File: src/common/psatp_defs.vh
// Constants for the PWM-synced conversion trigger and bus protection block
`ifndef PSATP_DEFS_VH
`define PSATP_DEFS_VH

// Decimation of the slow conversion stream on the first phase-A module
`define PSATP_REQB_DECIM 10
`define PSATP_REQB_CNT_W 4

// Data widths
`define PSATP_VBUS_W 16
`define PSATP_CUR_W 16

// Default filter shift: weight of a new sample is 2^-shift
`define PSATP_EMA_SHIFT 3

// Fixed-point fraction bits of the feed-forward quotient
`define PSATP_FF_FRAC 15

// Operating state codes
`define PSATP_ST_RUN 2'h0
`define PSATP_ST_BUS_OV 2'h1
`define PSATP_ST_OVER_CUR 2'h2

// Reset value of the filtered bus voltage
`define PSATP_VBUS_RST 16'h0000

`endif

File: src/hw/psatp_ema.v
// Exponential moving-average filter for the sensed bus voltage
`include "psatp_defs.vh"

module psatp_ema #(
  parameter W = `PSATP_VBUS_W,
  parameter SHIFT = `PSATP_EMA_SHIFT
) (
  // Clock and reset
  input wire mclk,
  input wire nrst,
  // Sample strobe and data
  input wire sample_en,
  input wire [W-1:0] sample,
  // Filtered value
  output reg [W-1:0] filt_reg
);

  wire signed [W:0] diff;
  wire signed [W:0] step;
  wire signed [W+1:0] sum;
  reg [W-1:0] filt_next;

  // Arithmetic shift keeps the sign of the step, so the filter settles both ways
  assign diff = $signed({1'b0, sample}) - $signed({1'b0, filt_reg});
  assign step = diff >>> SHIFT;
  assign sum = $signed({2'b00, filt_reg}) + {step[W], step};

  always @* begin
    filt_next = filt_reg;
    if (sample_en) begin
      filt_next = sum[W-1:0];
    end
  end

  always @(posedge mclk or negedge nrst) begin
    if (!nrst) begin
      filt_reg <= `PSATP_VBUS_RST;
    end else begin
      filt_reg <= filt_next;
    end
  end

endmodule // psatp_ema

File: src/hw/psatp_top.v
// PWM-synced conversion triggers with bus overvoltage, overcurrent and feed-forward
//
// Contract
// - Each down-count compare-B match of the first phase-A PWM raises its request A.
// - The same first-module event raises its request B only on every tenth match.
// - Second module: up compare-B gives A, down compare-B gives B; third: period gives A.
// - Each fast cycle the filtered bus is checked against the limit; excess trips all PWM.
// - The filtered bus comes from each fast-cycle bus sample through an average filter.
// - The filtered bus is clamped from below at a configurable minimum for feed-forward.
// - In current-loop mode the feed-forward term uses the clamped bus and controller output.
// - The current loop is fed from the sigma-delta grid current, never the converter samples.
// - With sigma-delta sensing an overcurrent check runs in every operating mode.
`include "psatp_defs.vh"

module psatp_top #(
  parameter VW = `PSATP_VBUS_W,
  parameter CW = `PSATP_CUR_W,
  parameter EMA_SHIFT = `PSATP_EMA_SHIFT,
  parameter REQB_DECIM = `PSATP_REQB_DECIM
) (
  // Clock and reset
  input wire mclk,
  input wire nrst,
  // Time-base events of the phase-A PWM modules, one-cycle pulses
  input wire pwm1_downcount_compare_b_match,
  input wire pwm2_upcount_compare_b_match,
  input wire pwm2_downcount_compare_b_match,
  input wire pwm3_counter_period_match,
  // Conversion-start requests to the converters, one-cycle pulses
  output reg pwm1_conversion_request_a,
  output reg pwm1_conversion_request_b,
  output reg pwm2_conversion_request_a,
  output reg pwm2_conversion_request_b,
  output reg pwm3_conversion_request_a,
  // Fast control cycle strobe and sensed data
  input wire fast_control_cycle,
  input wire [VW-1:0] vbus_sample,
  input wire signed [CW-1:0] sigma_delta_filter_path_grid_current,
  input wire signed [CW-1:0] current_ctrl_out,
  input wire signed [CW-1:0] decouple_in,
  // Configuration
  input wire [VW-1:0] vbus_ov_limit,
  input wire [VW-1:0] vbus_min,
  input wire [CW-1:0] over_current_limit,
  input wire current_loop_mode,
  input wire clear_trip,
  // Protection and conditioning results
  output reg pwm_force_off,
  output reg [1:0] op_state,
  output wire [VW-1:0] vbus_filtered,
  output reg [VW-1:0] vbus_clamped,
  output reg signed [CW-1:0] loop_current_fb,
  output reg signed [CW-1:0] ff_term,
  output reg ff_valid
);

  // Divider width comes from the header, so REQB_DECIM must fit in it
  localparam integer REQB_LAST_I = REQB_DECIM - 1;
  localparam [`PSATP_REQB_CNT_W-1:0] REQB_LAST = REQB_LAST_I[`PSATP_REQB_CNT_W-1:0];
  localparam integer FF_W = CW + 1 + `PSATP_FF_FRAC;

  // Magnitude of a signed current sample, saturated at the top for the most negative value
  function [CW-1:0] mag;
    input signed [CW-1:0] v;
    begin
      if (v[CW-1]) begin
        mag = (v == {1'b1, {(CW-1){1'b0}}}) ? {1'b0, {(CW-1){1'b1}}} : -v;
      end else begin
        mag = v;
      end
    end
  endfunction

  reg [`PSATP_REQB_CNT_W-1:0] reqb_cnt_reg;
  reg [`PSATP_REQB_CNT_W-1:0] reqb_cnt_next;
  reg reqb_fire;
  reg fast_d_reg;
  reg force_off_next;
  reg [1:0] state_next;
  reg [VW-1:0] clamp_next;
  reg signed [FF_W-1:0] num;
  reg signed [FF_W-1:0] quo;
  reg signed [CW-1:0] ff_next;
  wire [VW-1:0] filt;
  wire signed [CW:0] ff_sum;
  wire bus_ov;
  wire over_cur;

  // Decimating divider for the slow stream
  always @* begin
    reqb_cnt_next = reqb_cnt_reg;
    reqb_fire = 1'b0;
    if (pwm1_downcount_compare_b_match) begin
      if (reqb_cnt_reg == REQB_LAST) begin
        reqb_cnt_next = {`PSATP_REQB_CNT_W{1'b0}};
        reqb_fire = 1'b1;
      end else begin
        reqb_cnt_next = reqb_cnt_reg + 1'b1;
      end
    end
  end

  always @(posedge mclk or negedge nrst) begin
    if (!nrst) begin
      reqb_cnt_reg <= {`PSATP_REQB_CNT_W{1'b0}};
      pwm1_conversion_request_a <= 1'b0;
      pwm1_conversion_request_b <= 1'b0;
      pwm2_conversion_request_a <= 1'b0;
      pwm2_conversion_request_b <= 1'b0;
      pwm3_conversion_request_a <= 1'b0;
    end else begin
      reqb_cnt_reg <= reqb_cnt_next;
      pwm1_conversion_request_a <= pwm1_downcount_compare_b_match;
      pwm1_conversion_request_b <= reqb_fire;
      pwm2_conversion_request_a <= pwm2_upcount_compare_b_match;
      pwm2_conversion_request_b <= pwm2_downcount_compare_b_match;
      pwm3_conversion_request_a <= pwm3_counter_period_match;
    end
  end

  // Bus filter updates on the fast cycle strobe
  psatp_ema #(
    .W(VW),
    .SHIFT(EMA_SHIFT)
  ) u_ema (
    .mclk(mclk),
    .nrst(nrst),
    .sample_en(fast_control_cycle),
    .sample(vbus_sample),
    .filt_reg(filt)
  );

  assign vbus_filtered = filt;

  // Checks run one cycle after the strobe, on the freshly filtered value
  assign bus_ov = (filt > vbus_ov_limit);
  assign over_cur = (mag(sigma_delta_filter_path_grid_current) > over_current_limit);

  // Trip latch: a new fault wins over a clear in the same cycle
  always @* begin
    force_off_next = pwm_force_off;
    state_next = op_state;
    if (fast_d_reg && (bus_ov || over_cur)) begin
      force_off_next = 1'b1;
      state_next = bus_ov ? `PSATP_ST_BUS_OV : `PSATP_ST_OVER_CUR;
    end else if (clear_trip) begin
      force_off_next = 1'b0;
      state_next = `PSATP_ST_RUN;
    end
  end

  // Clamp from below at the configured minimum
  always @* begin
    clamp_next = (filt < vbus_min) ? vbus_min : filt;
  end

  // Feed-forward: (controller output + decoupling) / clamped bus, saturated
  assign ff_sum = $signed({current_ctrl_out[CW-1], current_ctrl_out}) +
                  $signed({decouple_in[CW-1], decouple_in});

  always @* begin
    num = {ff_sum, {`PSATP_FF_FRAC{1'b0}}};
    // A zero minimum could let the divisor reach zero; treat it as the smallest step
    if (vbus_clamped == {VW{1'b0}}) begin
      quo = num;
    end else begin
      quo = num / $signed({{(FF_W-VW){1'b0}}, vbus_clamped});
    end
    // Quotient is signed, so a negative term saturates at the bottom
    if (quo > $signed({{(FF_W-CW+1){1'b0}}, {(CW-1){1'b1}}})) begin
      ff_next = {1'b0, {(CW-1){1'b1}}};
    end else if (quo < $signed({{(FF_W-CW+1){1'b1}}, {(CW-1){1'b0}}})) begin
      ff_next = {1'b1, {(CW-1){1'b0}}};
    end else begin
      ff_next = quo[CW-1:0];
    end
  end

  // Trip latch starts set, so nothing switches until a clear is seen
  always @(posedge mclk or negedge nrst) begin
    if (!nrst) begin
      fast_d_reg <= 1'b0;
      pwm_force_off <= 1'b1;
      op_state <= `PSATP_ST_RUN;
    end else begin
      fast_d_reg <= fast_control_cycle;
      pwm_force_off <= force_off_next;
      op_state <= state_next;
    end
  end

  always @(posedge mclk or negedge nrst) begin
    if (!nrst) begin
      vbus_clamped <= `PSATP_VBUS_RST;
      loop_current_fb <= {CW{1'b0}};
      ff_term <= {CW{1'b0}};
      ff_valid <= 1'b0;
    end else begin
      ff_valid <= 1'b0;
      if (fast_d_reg) begin
        vbus_clamped <= clamp_next;
      end
      // Converter current samples are noisy and have no path into the loop
      if (fast_control_cycle) begin
        loop_current_fb <= sigma_delta_filter_path_grid_current;
      end
      // Term follows the clamp update by one cycle
      if (fast_d_reg) begin
        ff_valid <= current_loop_mode;
      end
      if (ff_valid) begin
        ff_term <= ff_next;
      end
      if (!current_loop_mode) begin
        ff_term <= {CW{1'b0}};
      end
    end
  end

endmodule // psatp_top

File: config.mk
export PLATFORM = sky130hd
export DESIGN_NAME = psatp_top
export DESIGN_NICKNAME = d
export VERILOG_FILES = /design/src/hw/psatp_ema.v /design/src/hw/psatp_top.v
export VERILOG_INCLUDE_DIRS = /design/src /design/src/common
export SDC_FILE = /design/constraint.sdc
export NUM_CORES = 2
export LEC_CHECK = 0
export ABC_AREA = 0
export CAP_MARGIN = 20
export CORE_MARGIN = 2
export CORE_UTILIZATION = 30
export DETAILED_ROUTE_END_ITERATION = 10
export DONT_BUFFER_PORTS = 1
export GPL_ROUTABILITY_DRIVEN = 0
export GPL_TIMING_DRIVEN = 0
export PLACE_DENSITY = 0.42
export SLEW_MARGIN = 40
export SYNTH_ARGS = -nofsm -noshare
export SYNTH_HDL_FRONTEND = slang
export SYNTH_SLANG_ARGS = --single-unit
File: constraint.sdc
create_clock -name mclk -period 118.5 [get_ports mclk]
set_input_delay 23.7 -clock mclk [delete_from_list [all_inputs] [get_ports mclk]]
set_output_delay 23.7 -clock mclk [all_outputs]
set_load 0.1 [all_outputs]
# Word level (Yosys, flattened, before mapping)

Index checks and enable logic that the tools add are counted.

Bits in registers: 78
Latch bits: 0
RAM bits: 0
Memory bits (read-only): 0
Input port bits: 121
Output and inout port bits: 73
Word-level logic and storage cells: 49
Memories kept: 0

$add $sub $neg: 5
Multiply operators: 0
Divide/modulo/power cells: 1
Magnitude comparators: 5
Equal/unequal tests: 3
Shifts and indexed selects: 0
Muxes and demuxes: 17
Bitwise gates (word level): 0
Reduce and logical (&&, ||, !) cells: 4

Operators by type and width:

| kind                                                             | count |
|---|---|
| two-way mux 16 bit                                               | 7 |
| divider 32 x 17 -> 32 bit                                        | 1 |
| greater-than comparator 16 bit                                   | 2 |
| greater-than comparator 32 x 16 -> 1 bit (second input constant) | 1 |
| < comparator 32 x 16 -> 1 bit (second input constant)            | 1 |
| two-way mux 32 bit                                               | 1 |
| adder 16 x 16 -> 17 bit                                          | 1 |
| subtractor 16 x 16 -> 17 bit                                     | 1 |
| adder 16 x 14 -> 16 bit                                          | 1 |
| equality test 16 bit (second input constant)                     | 1 |
| zero test 16 bit                                                 | 1 |
| < comparator 16 bit                                              | 1 |
| negation 16 bit                                                  | 1 |
| two-way mux 2 bit                                                | 3 |
| two-way mux 1 bit                                                | 5 |
| adder 4 x 1 -> 4 bit (second input constant)                     | 1 |
| equality test 4 bit (second input constant)                      | 1 |
| two-way mux 4 bit                                                | 1 |
| inequality test 2 x 1 -> 1 bit (second input constant)           | 1 |
| nonzero test 2 bit                                               | 1 |
| logical AND 1 bit                                                | 1 |
| logical OR 1 bit                                                 | 1 |

# Depth between registers and ports, before layout

Depth after elaboration: 8
Depth in mapped cells: 508
Depth with buffers taken out: 464

# Modules after synthesis

From an unflattened synthesis, not the netlist that was laid out.

Cells, all modules: 4,791
Area total of the unflattened synthesis: 33,936.3 um^2

Modules (own cells, without submodules):

| module    | instances | cells an instance | area each (um^2) | sequential area each (um^2) |
|---|---|---|---|---|
| psatp_top | 1         | 4,583             | 32,148.3         | 1,552.7 |
| psatp_ema | 1         | 208               | 1,788.0          | 400.4 |

# Worst setup path before layout

Ideal clock, no wire load.

Kind: input -> register
Start point: input port current_ctrl_out[0]
End point: register ff_term[10]
Setup time: 76 ps
Data arrival time: 118,693 ps
Required time: 118,424 ps
Slack: -269 ps
Cell stages on the path: 481
Path buffers: 56
Cell sequence: ha_1 -> inv_1 -> fa_1 -> nand2b_1 -> a211oi_2 -> o211ai_1 -> o211ai_1 -> and2_1 -> clkbuf_1 -> clkbuf_1 -> clkbuf_1 -> buf_1 -> nor4_1 -> ha_1 -> and3_1 -> nand4_1 -> o31a_1 -> nor2b_1 -> (+445 left out) -> nor4b_2 -> ha_1 -> nand4_1 -> nand2b_1 -> nor3_1 -> nand4_1 -> nor3_1 -> a21oi_1 -> xnor2_1 -> nand2_1 -> o21ai_0 -> nor4_1 -> nand3b_1 -> or4_4 -> nor4_4 -> buf_4 -> a21oi_1 -> o21ai_1

Cells in the longest elaborated chain, start to end: 8
Elaborated cells between the ends (all ways): 9
Classes of those cells: add/sub: 1; div: 1; order compare: 2; mux: 5

RTL lines:

| item                          | RTL line        | text |
|---|---|---|
| from (decl)                   | psatp_top.v:39  | `input wire signed [CW-1:0] current_ctrl_out,` |
| adder 16 x 16 -> 17 bit *     | psatp_top.v:158 | `assign ff_sum = $signed({current_ctrl_out[CW-1], current_ctrl_out}) +` |
| divider 32 x 17 -> 32 bit     | psatp_top.v:167 | `quo = num / $signed({{(FF_W-VW){1'b0}}, vbus_clamped});` |
| two-way mux 32 bit *          | psatp_top.v:164 | `if (vbus_clamped == {VW{1'b0}}) begin` |
| < comparator 32 x 16 -> 1 bit | psatp_top.v:172 | `end else if (quo < $signed({{(FF_W-CW+1){1'b1}}, {(CW-1){1'b0}}})) begin` |
| two-way mux 16 bit            | psatp_top.v:172 |  |
| two-way mux 16 bit *          | psatp_top.v:170 | `if (quo > $signed({{(FF_W-CW+1){1'b0}}, {(CW-1){1'b1}}})) begin` |
| two-way mux 16 bit *          | psatp_top.v:211 | `if (ff_valid) begin` |
| two-way mux 16 bit *          | psatp_top.v:214 | `if (!current_loop_mode) begin` |
| to (signal assigned)          | psatp_top.v:196 | `ff_term <= {CW{1'b0}};` |
| to (signal assigned)          | psatp_top.v:212 | `ff_term <= ff_next;` |
| to (signal assigned)          | psatp_top.v:215 | `ff_term <= {CW{1'b0}};` |
| to (decl)                     | psatp_top.v:53  | `output reg signed [CW-1:0] ff_term,` |

Every way passes the cells marked *; elsewhere a longest branch is shown, timed or not. The select of a mux whose other input is x is not followed.
A chain may end at the register's enable or synchronous reset.

# Worst setup path after layout

Start point: input port current_ctrl_out[0]
End point: register ff_term[5]

Same word-level chain as after synthesis.

==> impl_metrics.ini <==
[run_status]
outcome = completed

[finish]
num-nets-final = 5711
area_delta_synth_final_pct = 22.10
final_area_um2 = 41200
antenna-diode-count = 0
layout-drive-gt1-share = 0.2022

[global_route]
antenna_found_initial = 1
grt_pass1_vias = 35520
track_usage = 0.2276
grt.overflow.total = 0
grt_max_degree = 79
grt_pass1_wl_mm = 209.5

[clocking]
cts_buffers = 9
clkSlewWorstSetupHoldPaths_ps = 70
clock_latency_ps = 390
tritoncts = built
hold_buffers = 0
cts_buffer_depth = 2
htreeDepth = 3
ctsRootBufferMaster = clkbuf_16
cts.sinks = 78

[critical_path]
critPathTopFamily = compound AO/OA/AOI/OAI gates
critical-path-slowest-cell = a211oi_1
end_kind = flop
timing.rr.end = ff_term[5]
crit_type = input pin to flop
r2r_setup_slack_ps = 27420
cp.buffers_inverters = 77
start_kind = input pin
worstPathRequired_ps = 118790
critPathMaxStageDelay_ps = 710
critPathMaxFanout = 14
critical_path_arrival_ps = 114760
reg2reg_depth = 491
crit_path_frequent_cell = o21a_1
r2r-start = vbus_clamped[0]

[synthesis]
synth_edf_count = 0
synth_top_family_by_area = compound AO/OA/AOI/OAI gates
synth-xor-area-share = 0.07883
syn_area_um2 = 33740
synth_fa_ha_area_frac = 0.1775
syn_nets = 5420
ys_warn_count = 0
netlist_instances = 4822
yosys.area_share.simple = 0.2670
synth_compound_area_frac = 0.3265
synth_cell_types = 122
synth-seq-cells = 78
synth_flop_cell = dfrtp_1
synthArstFlopShare = 1.000
syn_avg_cell_area_um2 = 6.998
seq_area_frac_synth = 0.05788
muxShareOfSynthArea = 0.05165

[sta]
finalHoldViolCount = 0
post-route-period-util = 0.9659
maxSlewHeadroom = 0.2474
period_needed_ps = 114460
clock_skew_ps = 21.12
worstMarginPinSlew_ps = 1120
setup_viol = 0
slew_viol_final = 0
fmax_ghz = 0.008736

[route]
vias_per_cell = 5.681
wirelength_mm = 138.0
drc_errors = 0
ant_nets = 0
first_pass_iters = 6
routedWlPerCell_um = 20.85
vias = 37600
drt_first_iter_violations = 2839

[worst_hold_path]
hold_depth = 1
hp-start = reqb_cnt_reg[0]
min_to = reqb_cnt_reg[0]
hold_class = flop to flop

[floorplanning]
core_area_um2 = 112000
start_util = 0.3012
row_count = 123
fp.dieH_um = 339.4
die_area_um2 = 115200
die_w_um = 339.4
ios = 194

[job]
drv_cap = 0

[place]
io_buffers = 0
postPlaceCellArea_um2 = 36090
dp_hpwl_mm = 109.5
[synthesized netlist by cell type (all sizes together) (17+ instances only)]
cell / instances / share of area
mux2i: 51 / 0.015
o31a: 18 / 0.0047
buf: 39 / 0.0055
nor2b: 62 / 0.011
dfrtp: 77 / 0.057
xnor2: 189 / 0.049
nor4: 44 / 0.011
inv: 203 / 0.023
and2: 63 / 0.012
nand3: 128 / 0.019
a21oi: 421 / 0.063
a21boi: 25 / 0.0058
a211oi: 45 / 0.011
o31ai: 96 / 0.022
a2111oi: 18 / 0.0071
nand2b: 97 / 0.018
or2: 60 / 0.011
a31oi: 46 / 0.0092
a31o: 17 / 0.0044
or3: 46 / 0.0088
a21o: 130 / 0.029
ha: 474 / 0.18
o21bai: 31 / 0.0070
xor2: 113 / 0.030
and3: 45 / 0.0083
nand4: 76 / 0.014
nor2: 535 / 0.060
nand2: 376 / 0.042
and4: 18 / 0.0047
o22ai: 25 / 0.0048
nor3: 199 / 0.030
o211ai: 46 / 0.010
mux2: 108 / 0.036
clkbuf: 112 / 0.012
o21ai: 311 / 0.046
o21a: 202 / 0.045
[repair_timing]
item / in CTS / in global routing
setup endpoints to repair: 16 / 16
resized for setup: 362 / 349
setup buffers: 107 / 167
pin swaps: 64 / 140
gates cloned: 0 / 2
[logic make-up (layout without fill, tap and decap cells)]
family	after synthesis	count (layout)
and+or+nand+nor	1815	1815
AOI/OAI and AO/OA	1637	1637
adders and majority gates	477	477
buffers and inverters	354	650
xor gates and xnor gates	302	302
muxes	159	159
DFF	78	78
[worst reg2reg max path, delay by kind of cell (launching register included)]
kind                     cells  cell delay (ps)
AO/OA/AOI/OAI              240            44330
XOR/XNOR                     1              130
adder cells (fa/ha/maj)     32             9000
buffers and inverters       81            11980
flip-flops                   1              820
multiplexers                10             2860
AND/OR/NAND/NOR            127            21820
[placed cells by master (no fill, tap or decap), types with 24 or more instances in the layout]
cell type  netlist  routed
a211oi_1        38      31
a21o_1         130     125
a21oi_1        420     367
a21oi_2          1      42
a31oi_1         44      36
and2_1          63      55
and3_1          45      38
buf_4            4     289
buf_6            1      26
clkbuf_1       111      49
dfrtp_2          0      68
ha_1           474     445
inv_1          201     184
mux2_2         105     103
mux2i_1         50      45
nand2_1        376     359
nand2b_1        97      93
nand3_1        126     116
nand4_1         76      76
nor2_1         533     513
nor2b_1         62      59
nor3_1         195     178
nor4_1          33      24
o211ai_1        45      45
o21a_1         202     199
o21ai_0        275     239
o21ai_1         34      48
o21bai_1        30      26
o31ai_1         94      83
or2_2           53      50
or3_1           44      40
xnor2_1        188     185
xor2_1         112     108
[worst max-delay path by stage]
stage,startpoint,end,slack [ps],cells after the start
CTS,current_ctrl_out[0],ff_term[8],30,491
floorplan,current_ctrl_out[0],ff_term[10],30,481
global route,current_ctrl_out[0],ff_term[13],-470,492
detailed placement,current_ctrl_out[0],ff_term[13],-26940,484
finish,current_ctrl_out[0],ff_term[5],4040,496
global placement,current_ctrl_out[0],ff_term[8],-29870,481
[layout make-up]
cell class	instances	area, µm²
Sequential cell	78	2038
Timing Repair Buffer	289	2328
Inverter	203	789.5
Clock buffer	10	229.0
Clock inverter	6	45.04
Buffer	142	1175
Multi-Input combinational cell	4390	32720
Tap cell	1500	1877
Fill cell	12100	70840
[routing by layer]
metal  GRT usage  up-vias  share of wire
met5           0        -              0
met4     0.04084        0          0.020
met3     0.03220      127          0.053
met2      0.3672      889           0.44
met1      0.3225    17880           0.49
li1            -    18700              -
[per-stage QoR]
step | setup TNS [ps] | setup slack (ps) | hold WS [ps] | instances | utilization
2_1_floorplan | 0 | 25.64 | 463.5 | 4822 | -
3_3_place_gp | -472200 | -29870 | 479.6 | 6322 | 0.3180
3_5_place_dp | -425520 | -26940 | 485.0 | 6335 | 0.3222
4_1_cts | 0 | 31.21 | 495.7 | 6454 | 0.3438
5_1_grt | -6503 | -469.5 | 506.2 | 6618 | 0.3677
6_report | 0 | 4035 | 499.0 | 6618 | 0.3677
Power is not shown: default switching activity piles up to over one toggle a cycle in this logic, so the estimate is an artifact.
